## config.mk

```make
export PLATFORM = sky130hd
export DESIGN_NAME = lin_sync_logic
export DESIGN_NICKNAME = d
export VERILOG_FILES = /design/src/lin_sync_pkg.sv /design/src/lin_sync_logic.sv
export SDC_FILE = /design/constraint.sdc
export NUM_CORES = 1
export LEC_CHECK = 0
export BUFFER_PORTS_ARGS = -buffer_cell sky130_fd_sc_hd__buf_2
export CAP_MARGIN = 0
export CELL_PAD_IN_SITES_DETAIL_PLACEMENT = 0
export CELL_PAD_IN_SITES_GLOBAL_PLACEMENT = 1
export CORE_MARGIN = 2
export CORE_UTILIZATION = 47
export CTS_BUF_LIST = sky130_fd_sc_hd__clkbuf_16
export DETAILED_ROUTE_END_ITERATION = 10
export HOLD_SLACK_MARGIN = 0.1
export PLACE_DENSITY_LB_ADDON = 0.1
export SETUP_SLACK_MARGIN = 0.4
export SYNTH_ARGS = -nofsm -noshare
export SYNTH_HDL_FRONTEND = slang
export SYNTH_SLANG_ARGS = --single-unit
```

## constraint.sdc

```tcl
create_clock -name clk -period 7.85 [get_ports clk]
set_clock_uncertainty 0.1 [all_clocks]
set_input_delay 1.57 -clock clk [delete_from_list [all_inputs] [get_ports clk]]
set_output_delay 1.57 -clock clk [all_outputs]
set_load 0.03 [all_outputs]
```

## src/lin_sync_pkg.sv

```systemverilog
// constants for the lin slave hardware synchronisation block
// assumes one 100 MHz clock and a simple one-cycle register port
//
// What this block does
// slave only; timers sized for bus rates of 1 to 20 kBaud
// uart, interrupt line, lin timer and transceiver do protocol work
// break timer on low-power tick, sync timer on 5 MHz tick
// status register is 8 bits, read only, at fixed address, resets zero
// status bit 5 sets when a sync logic reset command completes
// status bit 4 and interrupt when the 12-bit break timer overflows
// status bit 3 sets when sync timer equals sync compare value
// status bit 2 sets when the stop edge condition is seen
// status bit 1 sets when the start edge condition is seen
// status bit 0 sets when break timer reaches break compare value
// reading status clears all flags; bits 7 and 6 read zero
// control register 0 is 16 bits, read/write, fixed address, resets zero
// edge select register picks sync timer start and stop edges
// sync bit timer is a 16-bit counter governed by control register 0
// control bit 8 holds uart receive high until break and sync seen
// control bit 11 masks break compare irq, bit 10 break error irq
// control bit 7 stops sync timer on falling (0) or rising (1) count
// enabled status events form one level irq held until status read
package lin_sync_pkg;
    localparam logic [31:0] ADDR_STATUS = 32'hffff0780;
    localparam logic [31:0] ADDR_CTRL0 = 32'hffff0784;
    localparam logic [31:0] ADDR_EDGESEL = 32'hffff0788;
    localparam logic [31:0] ADDR_SYNCCMP = 32'hffff078c;
    localparam logic [31:0] ADDR_SYNCVAL = 32'hffff0790;
    localparam logic [31:0] ADDR_BRKCMP = 32'hffff0794;
    localparam logic [31:0] ADDR_BRKVAL = 32'hffff0798;

    localparam logic [7:0] STATUS_RESET = 8'h00;
    localparam logic [15:0] CTRL0_RESET = 16'h0000;
    localparam logic [7:0] EDGESEL_RESET = 8'h00;
    localparam logic [15:0] SYNCCMP_RESET = 16'h0000;
    localparam logic [11:0] BRKCMP_RESET = 12'h000;
    // writable control bits; reserved ones read zero
    localparam logic [15:0] CTRL0_WMASK = 16'h0f9f;

    localparam int ST_BRK_CMP = 0;
    localparam int ST_START = 1;
    localparam int ST_STOP = 2;
    localparam int ST_SYNC_CMP = 3;
    localparam int ST_BRK_ERR = 4;
    localparam int ST_RST_DONE = 5;

    localparam int C0_RESET_CMD = 0;
    localparam int C0_CMP_IE = 2;
    localparam int C0_START_IE = 3;
    localparam int C0_STOP_IE = 4;
    localparam int C0_STOP_RISE = 7;
    localparam int C0_GATE_UART = 8;
    localparam int C0_TEST_MODE = 9;
    localparam int C0_BRK_ERR_DIS = 10;
    localparam int C0_BRK_CMP_DIS = 11;

    localparam int CLK_HZ = 100_000_000;
    localparam int SYNC_TICK_HZ = 5_000_000;
    localparam int SYNC_DIV = CLK_HZ / SYNC_TICK_HZ;
    localparam int BAUD_MIN = 1_000;
    localparam int BAUD_MAX = 20_000;
endpackage

```

## src/lin_sync_logic.sv

```systemverilog
// lin slave break and sync byte timing with its register file
// assumes linRxd comes from the transceiver pin, unsynchronised
//
// The plain strobed port was left to the implementer.
`timescale 1ns/1ps
`default_nettype none
module lin_sync_logic
    import lin_sync_pkg::*;
#(
    parameter int BRK_DIV = 100
)
(
    // clock and reset
    input wire logic clk,
    input wire logic rst_n,
    // register port
    input wire logic [31:0] regAddr,
    input wire logic [31:0] regWrData,
    input wire logic regWr,
    input wire logic regRd,
    output logic [31:0] regRdData,
    // lin side
    input wire logic linRxd,
    output logic uartRxd,
    output logic transceiverTestMode,
    // interrupt request
    output logic linIrq
);
    typedef enum {SY_IDLE, SY_BREAK, SY_ARMED, SY_TIMING, SY_DONE} syncState_t;

    logic [7:0] statusQ;
    logic [7:0] statusD;
    logic [15:0] ctrl0Q;
    logic [7:0] edgeSelQ;
    logic [15:0] syncCmpQ;
    logic [11:0] brkCmpQ;
    logic [11:0] brkCntQ;
    logic [11:0] brkCntD;
    logic [15:0] syncCntQ;
    logic [3:0] fallCntQ;
    logic [3:0] riseCntQ;
    logic [3:0] fallCntD;
    logic [3:0] riseCntD;
    logic [31:0] rdDataQ;
    logic rstDoneQ;
    logic rxMetaQ;
    logic rxSyncQ;
    logic rxPrevQ;
    logic [7:0] syncDivQ;
    logic [15:0] brkDivQ;
    syncState_t stateQ;
    syncState_t stateD;

    // -- register decode
    wire logic selStatus = regAddr == ADDR_STATUS;
    wire logic selCtrl0 = regAddr == ADDR_CTRL0;
    wire logic selEdge = regAddr == ADDR_EDGESEL;
    wire logic selSyncCmp = regAddr == ADDR_SYNCCMP;
    wire logic selSyncVal = regAddr == ADDR_SYNCVAL;
    wire logic selBrkCmp = regAddr == ADDR_BRKCMP;
    wire logic selBrkVal = regAddr == ADDR_BRKVAL;
    wire logic rdStatus = regRd && selStatus;
    wire logic rstCmd = regWr && selCtrl0 && regWrData[C0_RESET_CMD];

    // -- tick dividers, one-cycle enables
    wire logic syncTick = syncDivQ == 8'(SYNC_DIV - 1);
    wire logic brkTick = brkDivQ == 16'(BRK_DIV - 1);

    // -- line edges, after the synchroniser
    wire logic rxFall = rxPrevQ && !rxSyncQ;
    wire logic rxRise = !rxPrevQ && rxSyncQ;

    // break overflow
    wire logic brkOvf = brkTick && !rxSyncQ && brkCntQ == 12'hfff;
    // break compare
    wire logic brkHit = brkTick && !rxSyncQ && brkCntQ != 12'hfff &&
        brkCntQ + 12'h001 == brkCmpQ;
    wire logic [3:0] startSel = edgeSelQ[3:0];
    wire logic [3:0] stopSel = edgeSelQ[7:4];
    // start condition
    wire logic startHit = stateQ == SY_ARMED && rxFall &&
        fallCntD == startSel;
    // stop edge choice
    wire logic stopHit = stateQ == SY_TIMING && (ctrl0Q[C0_STOP_RISE] ?
        (rxRise && riseCntD == stopSel) : (rxFall && fallCntD == stopSel));
    // sync compare
    wire logic cmpHit = stateQ == SY_TIMING && syncTick &&
        syncCntQ + 16'h0001 == syncCmpQ;

    wire logic [7:0] setVec = {2'b00, rstDoneQ, brkOvf, cmpHit, stopHit,
        startHit, brkHit};

    // enables for the shared request
    wire logic [7:0] irqMask = {2'b00, 1'b0,
        !ctrl0Q[C0_BRK_ERR_DIS], ctrl0Q[C0_CMP_IE], ctrl0Q[C0_STOP_IE],
        ctrl0Q[C0_START_IE], !ctrl0Q[C0_BRK_CMP_DIS]};

    wire logic [31:0] rdMux =
        selStatus ? {24'h000000, statusQ} :
        selCtrl0 ? {16'h0000, ctrl0Q} :
        selEdge ? {24'h000000, edgeSelQ} :
        selSyncCmp ? {16'h0000, syncCmpQ} :
        selSyncVal ? {16'h0000, syncCntQ} :
        selBrkCmp ? {20'h00000, brkCmpQ} :
        selBrkVal ? {20'h00000, brkCntQ} : 32'h00000000;

    // clear on read, a new event wins over the clear
    assign statusD = ((statusQ & ~{8{rdStatus}}) | setVec) & 8'h3f;

    // one level request from the status flags
    assign linIrq = |(statusQ & irqMask);
    // uart gated high until break and sync byte seen
    assign uartRxd = (ctrl0Q[C0_GATE_UART] && stateQ != SY_DONE) ?
        1'b1 : rxSyncQ;
    assign transceiverTestMode = ctrl0Q[C0_TEST_MODE];
    assign regRdData = rdDataQ;

    // the break count clears on any high level so only one low run counts
    assign brkCntD = rxSyncQ ? 12'h000 :
        (brkTick ? brkCntQ + 12'h001 : brkCntQ);
    assign fallCntD = (stateQ == SY_ARMED || stateQ == SY_TIMING) && rxFall ?
        fallCntQ + 4'h1 : fallCntQ;
    assign riseCntD = (stateQ == SY_ARMED || stateQ == SY_TIMING) && rxRise ?
        riseCntQ + 4'h1 : riseCntQ;

    always_comb
    begin
        stateD = stateQ;
        case (stateQ)
            SY_IDLE:
            begin
                if (brkHit)
                    stateD = SY_BREAK;
            end
            SY_BREAK:
            begin
                if (rxRise)
                    stateD = SY_ARMED;
            end
            SY_ARMED:
            begin
                if (startHit)
                    stateD = SY_TIMING;
            end
            SY_TIMING:
            begin
                if (stopHit)
                    stateD = SY_DONE;
            end
            SY_DONE:
            begin
                if (brkHit)
                    stateD = SY_BREAK;
            end
            default:
                stateD = SY_IDLE;
        endcase
        if (brkOvf)
            stateD = SY_IDLE;
    end

    // two pin flops before the line is read
    always_ff @(posedge clk)
    begin
        rxMetaQ <= linRxd;
        rxSyncQ <= rxMetaQ;
        if (!rst_n)
            rxPrevQ <= 1'b1;
        else
            rxPrevQ <= rxSyncQ;
    end

    // tick dividers
    always_ff @(posedge clk)
    begin
        if (!rst_n || syncTick)
            syncDivQ <= 8'h00;
        else
            syncDivQ <= syncDivQ + 8'h01;
        if (!rst_n || brkTick)
            brkDivQ <= 16'h0000;
        else
            brkDivQ <= brkDivQ + 16'h0001;
    end

    // registers reset to zero
    always_ff @(posedge clk)
    begin
        if (!rst_n)
        begin
            statusQ <= STATUS_RESET;
            ctrl0Q <= CTRL0_RESET;
            edgeSelQ <= EDGESEL_RESET;
            syncCmpQ <= SYNCCMP_RESET;
            brkCmpQ <= BRKCMP_RESET;
            rdDataQ <= 32'h00000000;
            rstDoneQ <= 1'b0;
        end
        else
        begin
            statusQ <= statusD;
            rdDataQ <= regRd ? rdMux : 32'h00000000;
            // reset complete one cycle after the command
            rstDoneQ <= rstCmd;
            // reset command bit is a strobe and reads back zero
            if (regWr && selCtrl0)
                ctrl0Q <= regWrData[15:0] & CTRL0_WMASK &
                    ~(16'h0001 << C0_RESET_CMD);
            if (regWr && selEdge)
                edgeSelQ <= regWrData[7:0];
            if (regWr && selSyncCmp)
                syncCmpQ <= regWrData[15:0];
            if (regWr && selBrkCmp)
                brkCmpQ <= regWrData[11:0];
        end
    end

    // timers and sync state
    always_ff @(posedge clk)
    begin
        if (!rst_n || rstCmd)
        begin
            stateQ <= SY_IDLE;
            brkCntQ <= 12'h000;
            syncCntQ <= 16'h0000;
            fallCntQ <= 4'h0;
            riseCntQ <= 4'h0;
        end
        else
        begin
            stateQ <= stateD;
            brkCntQ <= brkCntD;
            if (stateQ == SY_BREAK)
            begin
                fallCntQ <= 4'h0;
                riseCntQ <= 4'h0;
            end
            else
            begin
                fallCntQ <= fallCntD;
                riseCntQ <= riseCntD;
            end
            if (startHit)
                syncCntQ <= 16'h0000;
            else if (stateQ == SY_TIMING && syncTick && !stopHit)
                syncCntQ <= syncCntQ + 16'h0001;
        end
    end

    // status zero after reset
    a_status_after_reset: assert property (@(posedge clk)
        $past(!rst_n) |-> statusQ == 8'h00)
        else $error("status not zero after reset");
    // reset complete flag follows command
    a_reset_done_flag: assert property (@(posedge clk)
        disable iff (!rst_n) rstCmd |-> ##2 statusQ[ST_RST_DONE])
        else $error("reset complete flag missing");
    // overflow sets error flag
    a_break_err_flag: assert property (@(posedge clk)
        disable iff (!rst_n) brkOvf |=> statusQ[ST_BRK_ERR])
        else $error("break error flag missing");
    // compare sets flag
    a_sync_cmp_flag: assert property (@(posedge clk)
        disable iff (!rst_n) cmpHit |=> statusQ[ST_SYNC_CMP])
        else $error("sync compare flag missing");
    // stop sets flag and moves the sync state to done
    a_stop_flag_set: assert property (@(posedge clk)
        disable iff (!rst_n)
        stopHit && !rstCmd |=> statusQ[ST_STOP] && stateQ == SY_DONE)
        else $error("stop flag or state wrong");
    // start sets flag and zeroes timer
    a_start_flag_set: assert property (@(posedge clk)
        disable iff (!rst_n)
        startHit && !rstCmd |=> statusQ[ST_START] && syncCntQ == 16'h0000)
        else $error("start flag or timer wrong");
    // break compare sets flag
    a_break_cmp_flag: assert property (@(posedge clk)
        disable iff (!rst_n) brkHit |=> statusQ[ST_BRK_CMP])
        else $error("break compare flag missing");
    // read clears when no event races it
    a_read_clears: assert property (@(posedge clk)
        disable iff (!rst_n) rdStatus && setVec == 8'h00 |=>
        statusQ == 8'h00 && regRdData == {24'h000000, $past(statusQ)})
        else $error("status read did not clear");
    // uart held high while gated
    a_uart_gate_high: assert property (@(posedge clk)
        disable iff (!rst_n) ctrl0Q[C0_GATE_UART] && stateQ != SY_DONE |->
        uartRxd)
        else $error("uart receive not gated");
    // request stays until status read
    a_irq_held: assert property (@(posedge clk)
        disable iff (!rst_n) linIrq && !rdStatus && !regWr |=> linIrq)
        else $error("interrupt dropped without read");
    // sync tick spacing
    a_sync_tick_gap: assert property (@(posedge clk)
        disable iff (!rst_n) syncTick |=> !syncTick [*8])
        else $error("sync tick too frequent");
    // reserved control bits read zero
    a_ctrl_reserved: assert property (@(posedge clk)
        disable iff (!rst_n)
        (ctrl0Q & ~CTRL0_WMASK) == 16'h0000 && !ctrl0Q[C0_RESET_CMD])
        else $error("reserved control bit set");
    // read data only in the cycle after a read
    a_read_data_idle: assert property (@(posedge clk)
        disable iff (!rst_n) !$past(regRd) |-> regRdData == 32'h00000000)
        else $error("read data outside read cycle");
    // written control value lands, masked
    a_ctrl_write_value: assert property (@(posedge clk)
        disable iff (!rst_n) regWr && selCtrl0 |=>
        ctrl0Q == ($past(regWrData[15:0]) & CTRL0_WMASK & 16'hfffe))
        else $error("control write not taken");
    // reset command returns the sync logic to idle
    a_reset_cmd_idle: assert property (@(posedge clk)
        disable iff (!rst_n)
        rstCmd |=> stateQ == SY_IDLE && syncCntQ == 16'h0000)
        else $error("reset command did not clear");
    // overflow wraps the break timer and drops to idle
    a_overflow_idle: assert property (@(posedge clk)
        disable iff (!rst_n)
        brkOvf && !rstCmd |=> stateQ == SY_IDLE && brkCntQ == 12'h000)
        else $error("overflow did not return to idle");
    // a high line clears the break timer
    a_break_count_clear: assert property (@(posedge clk)
        disable iff (!rst_n) rxSyncQ |=> brkCntQ == 12'h000)
        else $error("break timer not cleared");
    // break timer steps on each low tick
    a_break_count_step: assert property (@(posedge clk)
        disable iff (!rst_n) brkTick && !rxSyncQ && !rstCmd |=>
        brkCntQ == $past(brkCntQ) + 12'h001)
        else $error("break timer did not step");
    // sync timer only moves while timing
    a_sync_timer_hold: assert property (@(posedge clk)
        disable iff (!rst_n)
        stateQ != SY_TIMING && !startHit && !rstCmd |=> $stable(syncCntQ))
        else $error("sync timer moved outside timing");
    // sync timer steps on each 5 MHz tick
    a_sync_timer_step: assert property (@(posedge clk)
        disable iff (!rst_n) stateQ == SY_TIMING && syncTick && !stopHit &&
        !rstCmd |=> syncCntQ == $past(syncCntQ) + 16'h0001)
        else $error("sync timer did not step");
    // reserved status bits stay zero
    a_status_reserved: assert property (@(posedge clk)
        disable iff (!rst_n) statusQ[7:6] == 2'b00)
        else $error("reserved status bit set");
    // all sources masked keeps the request low
    a_irq_masked: assert property (@(posedge clk)
        disable iff (!rst_n) ctrl0Q[C0_BRK_ERR_DIS] &&
        ctrl0Q[C0_BRK_CMP_DIS] && ctrl0Q[C0_STOP_IE:C0_CMP_IE] == 3'b000 |->
        !linIrq)
        else $error("masked interrupt raised");
    // a read with no new event drops the request
    a_irq_read_drop: assert property (@(posedge clk)
        disable iff (!rst_n) rdStatus && setVec == 8'h00 |=> !linIrq)
        else $error("interrupt held after read");
    // uart follows the line once gating ends
    a_uart_follow: assert property (@(posedge clk)
        disable iff (!rst_n) !ctrl0Q[C0_GATE_UART] || stateQ == SY_DONE |->
        uartRxd == rxSyncQ)
        else $error("uart receive not following line");
endmodule
`default_nettype wire

```

==> run summary <==
The number of clock sinks seen by CTS was 134; the number of antenna violations at the first check in global routing was 0. TritonCTS built the clock tree. For the maximum number of pins on one net before global-route repair, the log shows 51. Proportion of synthesized chip area in sequential cells: 0.367.

The required time of the worst setup path is 8040 ps. After floorplanning, the core was sized to cover 0.0152 mm^2. Using the TritonRoute via totals, the vias-per-cell ratio works out to 5.83. Setup repair after global routing left no endpoint under its margin.

Along the worst path, the maximum fanout reaches 15. VDD sags by at most 0.163 mV. The number of antenna diodes in the final layout is 0.

The number of library cell types mapped by synthesis was 72. The number of cells on the worst reg-to-reg path is 7. The pre-CTS setup slack is 2740 ps, and the routed length per placed instance is 18.4 um. The number of placed I/O pins is 104, and the routability-driven placement congestion ratio is 0.887.

The first global-routing pass estimated 32,200 um of wire. The run gives 3170 ps as the final worst slack. The post-synthesis mux area share works out to 0.0879. The leading register cell type out of synthesis is sky130_fd_sc_hd__dfxtp_1.

After synthesis, the cell types taking the most area are sky130_fd_sc_hd__dfxtp_1 37%, sky130_fd_sc_hd__mux2i_1 8.5%, sky130_fd_sc_hd__xnor2_1 6.8%, sky130_fd_sc_hd__nor2_1 5.5%, sky130_fd_sc_hd__xor2_1 3.8%. The flow ran to the end, and the final reports show no timing, DRC or antenna violations. For this run, the number of Yosys warnings is 0.

The simple logic cell fraction of the synthesized area is 0.243, and the register bit total from synthesis is 134. Clock tree synthesis selected as its root buffer the cell sky130_fd_sc_hd__clkbuf_16. Once the clock tree was built, the resizer swapped 0 gates to a different size. The analysis attributes to cell leakage a power of 3.31 nW. The share of final-layout standard cells stronger than drive strength 1 works out to 0.133. In the synthesized netlist, the number of instances is 849.

From synthesis to final layout, the design area changed by 12.2%. Summed over all layers, the global routing overflow is 0. For this run, the number of standard cells in the final layout without fillers is 1,092. The clock buffer count from CTS is 17.

For the remaining antenna violation count after routing, the log shows 0. The design draws 1.51 mW. For the starting DRC count in detailed routing, the log shows 386. In this run the worst setup path begins at regAddr[15]. The overall global routing resource usage was 0.250; the width of the chip was 129 um.

The combinational family with the most area after synthesis was simple AND/OR/NAND/NOR gates. The full die area was 0.0166 mm^2; the number of buffer cells added on primary ports was 71. The final layout contains 969 nets.

For the worst-skew pair, the clock arrives at the later sink with an insertion delay of 430 ps. The critical path in this run is classified as input pin to register. A synthesized cell averages 8.62 um^2. Row generation in the floorplan step produced 45 rows. The number of global-route vias before repair is 6,154, and the total wire length is 20,100 um.

The tools report the final count of pins violating max slew as 0. The number of hold buffers added after CTS was 0. The logs give 1,467 for the number of fill cells and 0 for the number of buffers added for setup after CTS. The count of cells along the worst hold path was 0.

The run gives 0 as the final number of hold-violating endpoints. The combined area of all synthesized cells is 0.00732 mm^2. Setup slack on the worst reg-to-reg path comes out at 4620 ps.

Data on the critical path arrives at its endpoint at 4870 ps. The total negative slack for setup checks was 0 ps. For the pin with the worst max-slew slack, the measured transition is 1030 ps. After detailed routing, the number of remaining DRC violations is 0. The critical register-to-register path startpoint is rxSyncQ. For this run, the detailed router's first-pass iteration total came to 5. Detailed routing inserted a total of 6,368 vias. The clock-pin slew on the worst setup and hold paths is 60 ps, and the time the worst path needs with I/O delays and setup is 4680 ps.

The post-route core utilization is 0.540. sky130_fd_sc_hd__dfxtp_1 takes more of the synthesized area than any other cell. Power spread over the standard cell area amounts to 184 mW/mm^2. The startpoint identified for the worst hold timing path is rxMetaQ. The final worst-path cycle share is 0.596.

The post-synthesis compound-gate area fraction is 0.130, and the fraction of registers with async set or reset after synthesis is 0. Sorting the synthesized cells by how often they occur yields 134 x sky130_fd_sc_hd__dfxtp_1, 108 x sky130_fd_sc_hd__nor2_1, 62 x sky130_fd_sc_hd__mux2i_1. The floorplan step set the die height to 129 um. In this run the number of H-tree levels came out at 4. The worst setup path is launched from an input pin. The portion of synthesized cell area occupied by the leading cell type was 0.367. The clock passes through at most 2 buffers. After legalization and detailed placement, the total HPWL measured 14,800 um. The cell with the most instances after synthesis was sky130_fd_sc_hd__dfxtp_1. The tools report the starting utilization of the core area as 0.481. The kind of capture point of the worst setup path is a register. The tightest slew margin relative to the limit is 0.316. The worst hold path belongs to the class register to register. The adder and majority cell fraction of the synthesized area came out at 0.0116. The count of endpoints failing setup in the final report was 0; the xor and xnor area share after synthesis was 0.107. In this run, synthesis inferred 0 flip-flops with an integrated enable.

The achievable frequency was 0.214 GHz; the number of max-cap violations was 0. Cell total after placement: 1,063.
-- layer usage --
| metal | wire length, um | up-vias | GRT usage |
|---|---|---|---|
| met5 | 0 | - | 0 |
| met3 | 1080 | 36 | 0.0511 |
| met4 | 479 | 0 | 0.0908 |
| met2 | 9570 | 176 | 0.412 |
| met1 | 8940 | 3069 | 0.324 |
| li1 | - | 3087 | - |
-- worst max-delay path, stage by stage --
cell and delay [ps]:
sky130_fd_sc_hd__buf_2 90, sky130_fd_sc_hd__or4_1 520, sky130_fd_sc_hd__or4_1 830, sky130_fd_sc_hd__nor3_4 670, sky130_fd_sc_hd__nand3_1 760, sky130_fd_sc_hd__mux2i_1 360
sky130_fd_sc_hd__nor2_1 60
-- per-stage QoR --
stage / hold slack (ps) / cell area (um^2)
6_report: 231 / 8210
5_1_grt: 239 / 8210
4_1_cts: 236 / 8210
3_5_place_dp: 216 / 7660
3_3_place_gp: 219 / 7660
2_1_floorplan: 210 / 7370
-- sequential cells by signal (all words and copies together), names as in the netlist --
name       cells
brkCmpQ       12
brkCntQ       12
brkDivQ       16
ctrl0Q         9
edgeSelQ       8
fallCntQ       4
regRdData     16
riseCntQ       4
rstDoneQ       1
rxMetaQ        1
rxPrevQ        1
rxSyncQ        1
stateQ         3
statusQ        6
syncCmpQ      16
syncCntQ      16
syncDivQ       8
-- layout by cell type (no fill, tap or decap), drive strengths merged, types with 5 or more instances in the layout --
master    n
a32oi     5
or4       9
and4     11
nor4      9
clkbuf   17
inv      19
dfxtp   134
nor2    108
nand4    24
a31oi     5
xnor2    57
nand2    61
mux2i    62
or3       8
a22o      5
a22oi     9
nand2b    5
conb     16
ha        6
o31ai     8
buf      74
nor3     19
or2b      6
xor2     32
nand3    35
nor2b     6
clkinv    6
and3b     5
a21oi    34
o21ai    30
and3     11
-- cell type report --
cell class | instances | area, um^2 | area share
multi-input cells | 648 | 4300 | 0.524
well taps | 188 | 235 | 0.0287
repair buffers | 74 | 378 | 0.0460
inverters | 19 | 71.3 | 0.00869
clock buffers | 17 | 425 | 0.0518
clock inverters | 12 | 116 | 0.0142
flip-flops and latches | 134 | 2680 | 0.327
-- where the power goes --
| group | switching [mW] | internal [mW] | leakage [nW] |
|---|---|---|---|
| Sequential | 0.00402 | 0.684 | 1.08 |
| Clock | 0.294 | 0.455 | 0.259 |
| Combinational | 0.0532 | 0.0229 | 1.97 |
-- final timing paths --
path                               endpoint
worst min register to register      rxSyncQ
worst max-delay path             brkCmpQ[0]
worst max register to register  syncCntQ[4]
worst min-delay path                rxSyncQ
-- kinds of logic after synthesis --
group           count (synthesis)
simple gates                  337
compound gates                135
flops                         134
xor+xnor                       89
buf+inv                        82
mux                            64
fa+ha+maj                       7
other cells                     1
(Power assumes the default switching activity.)
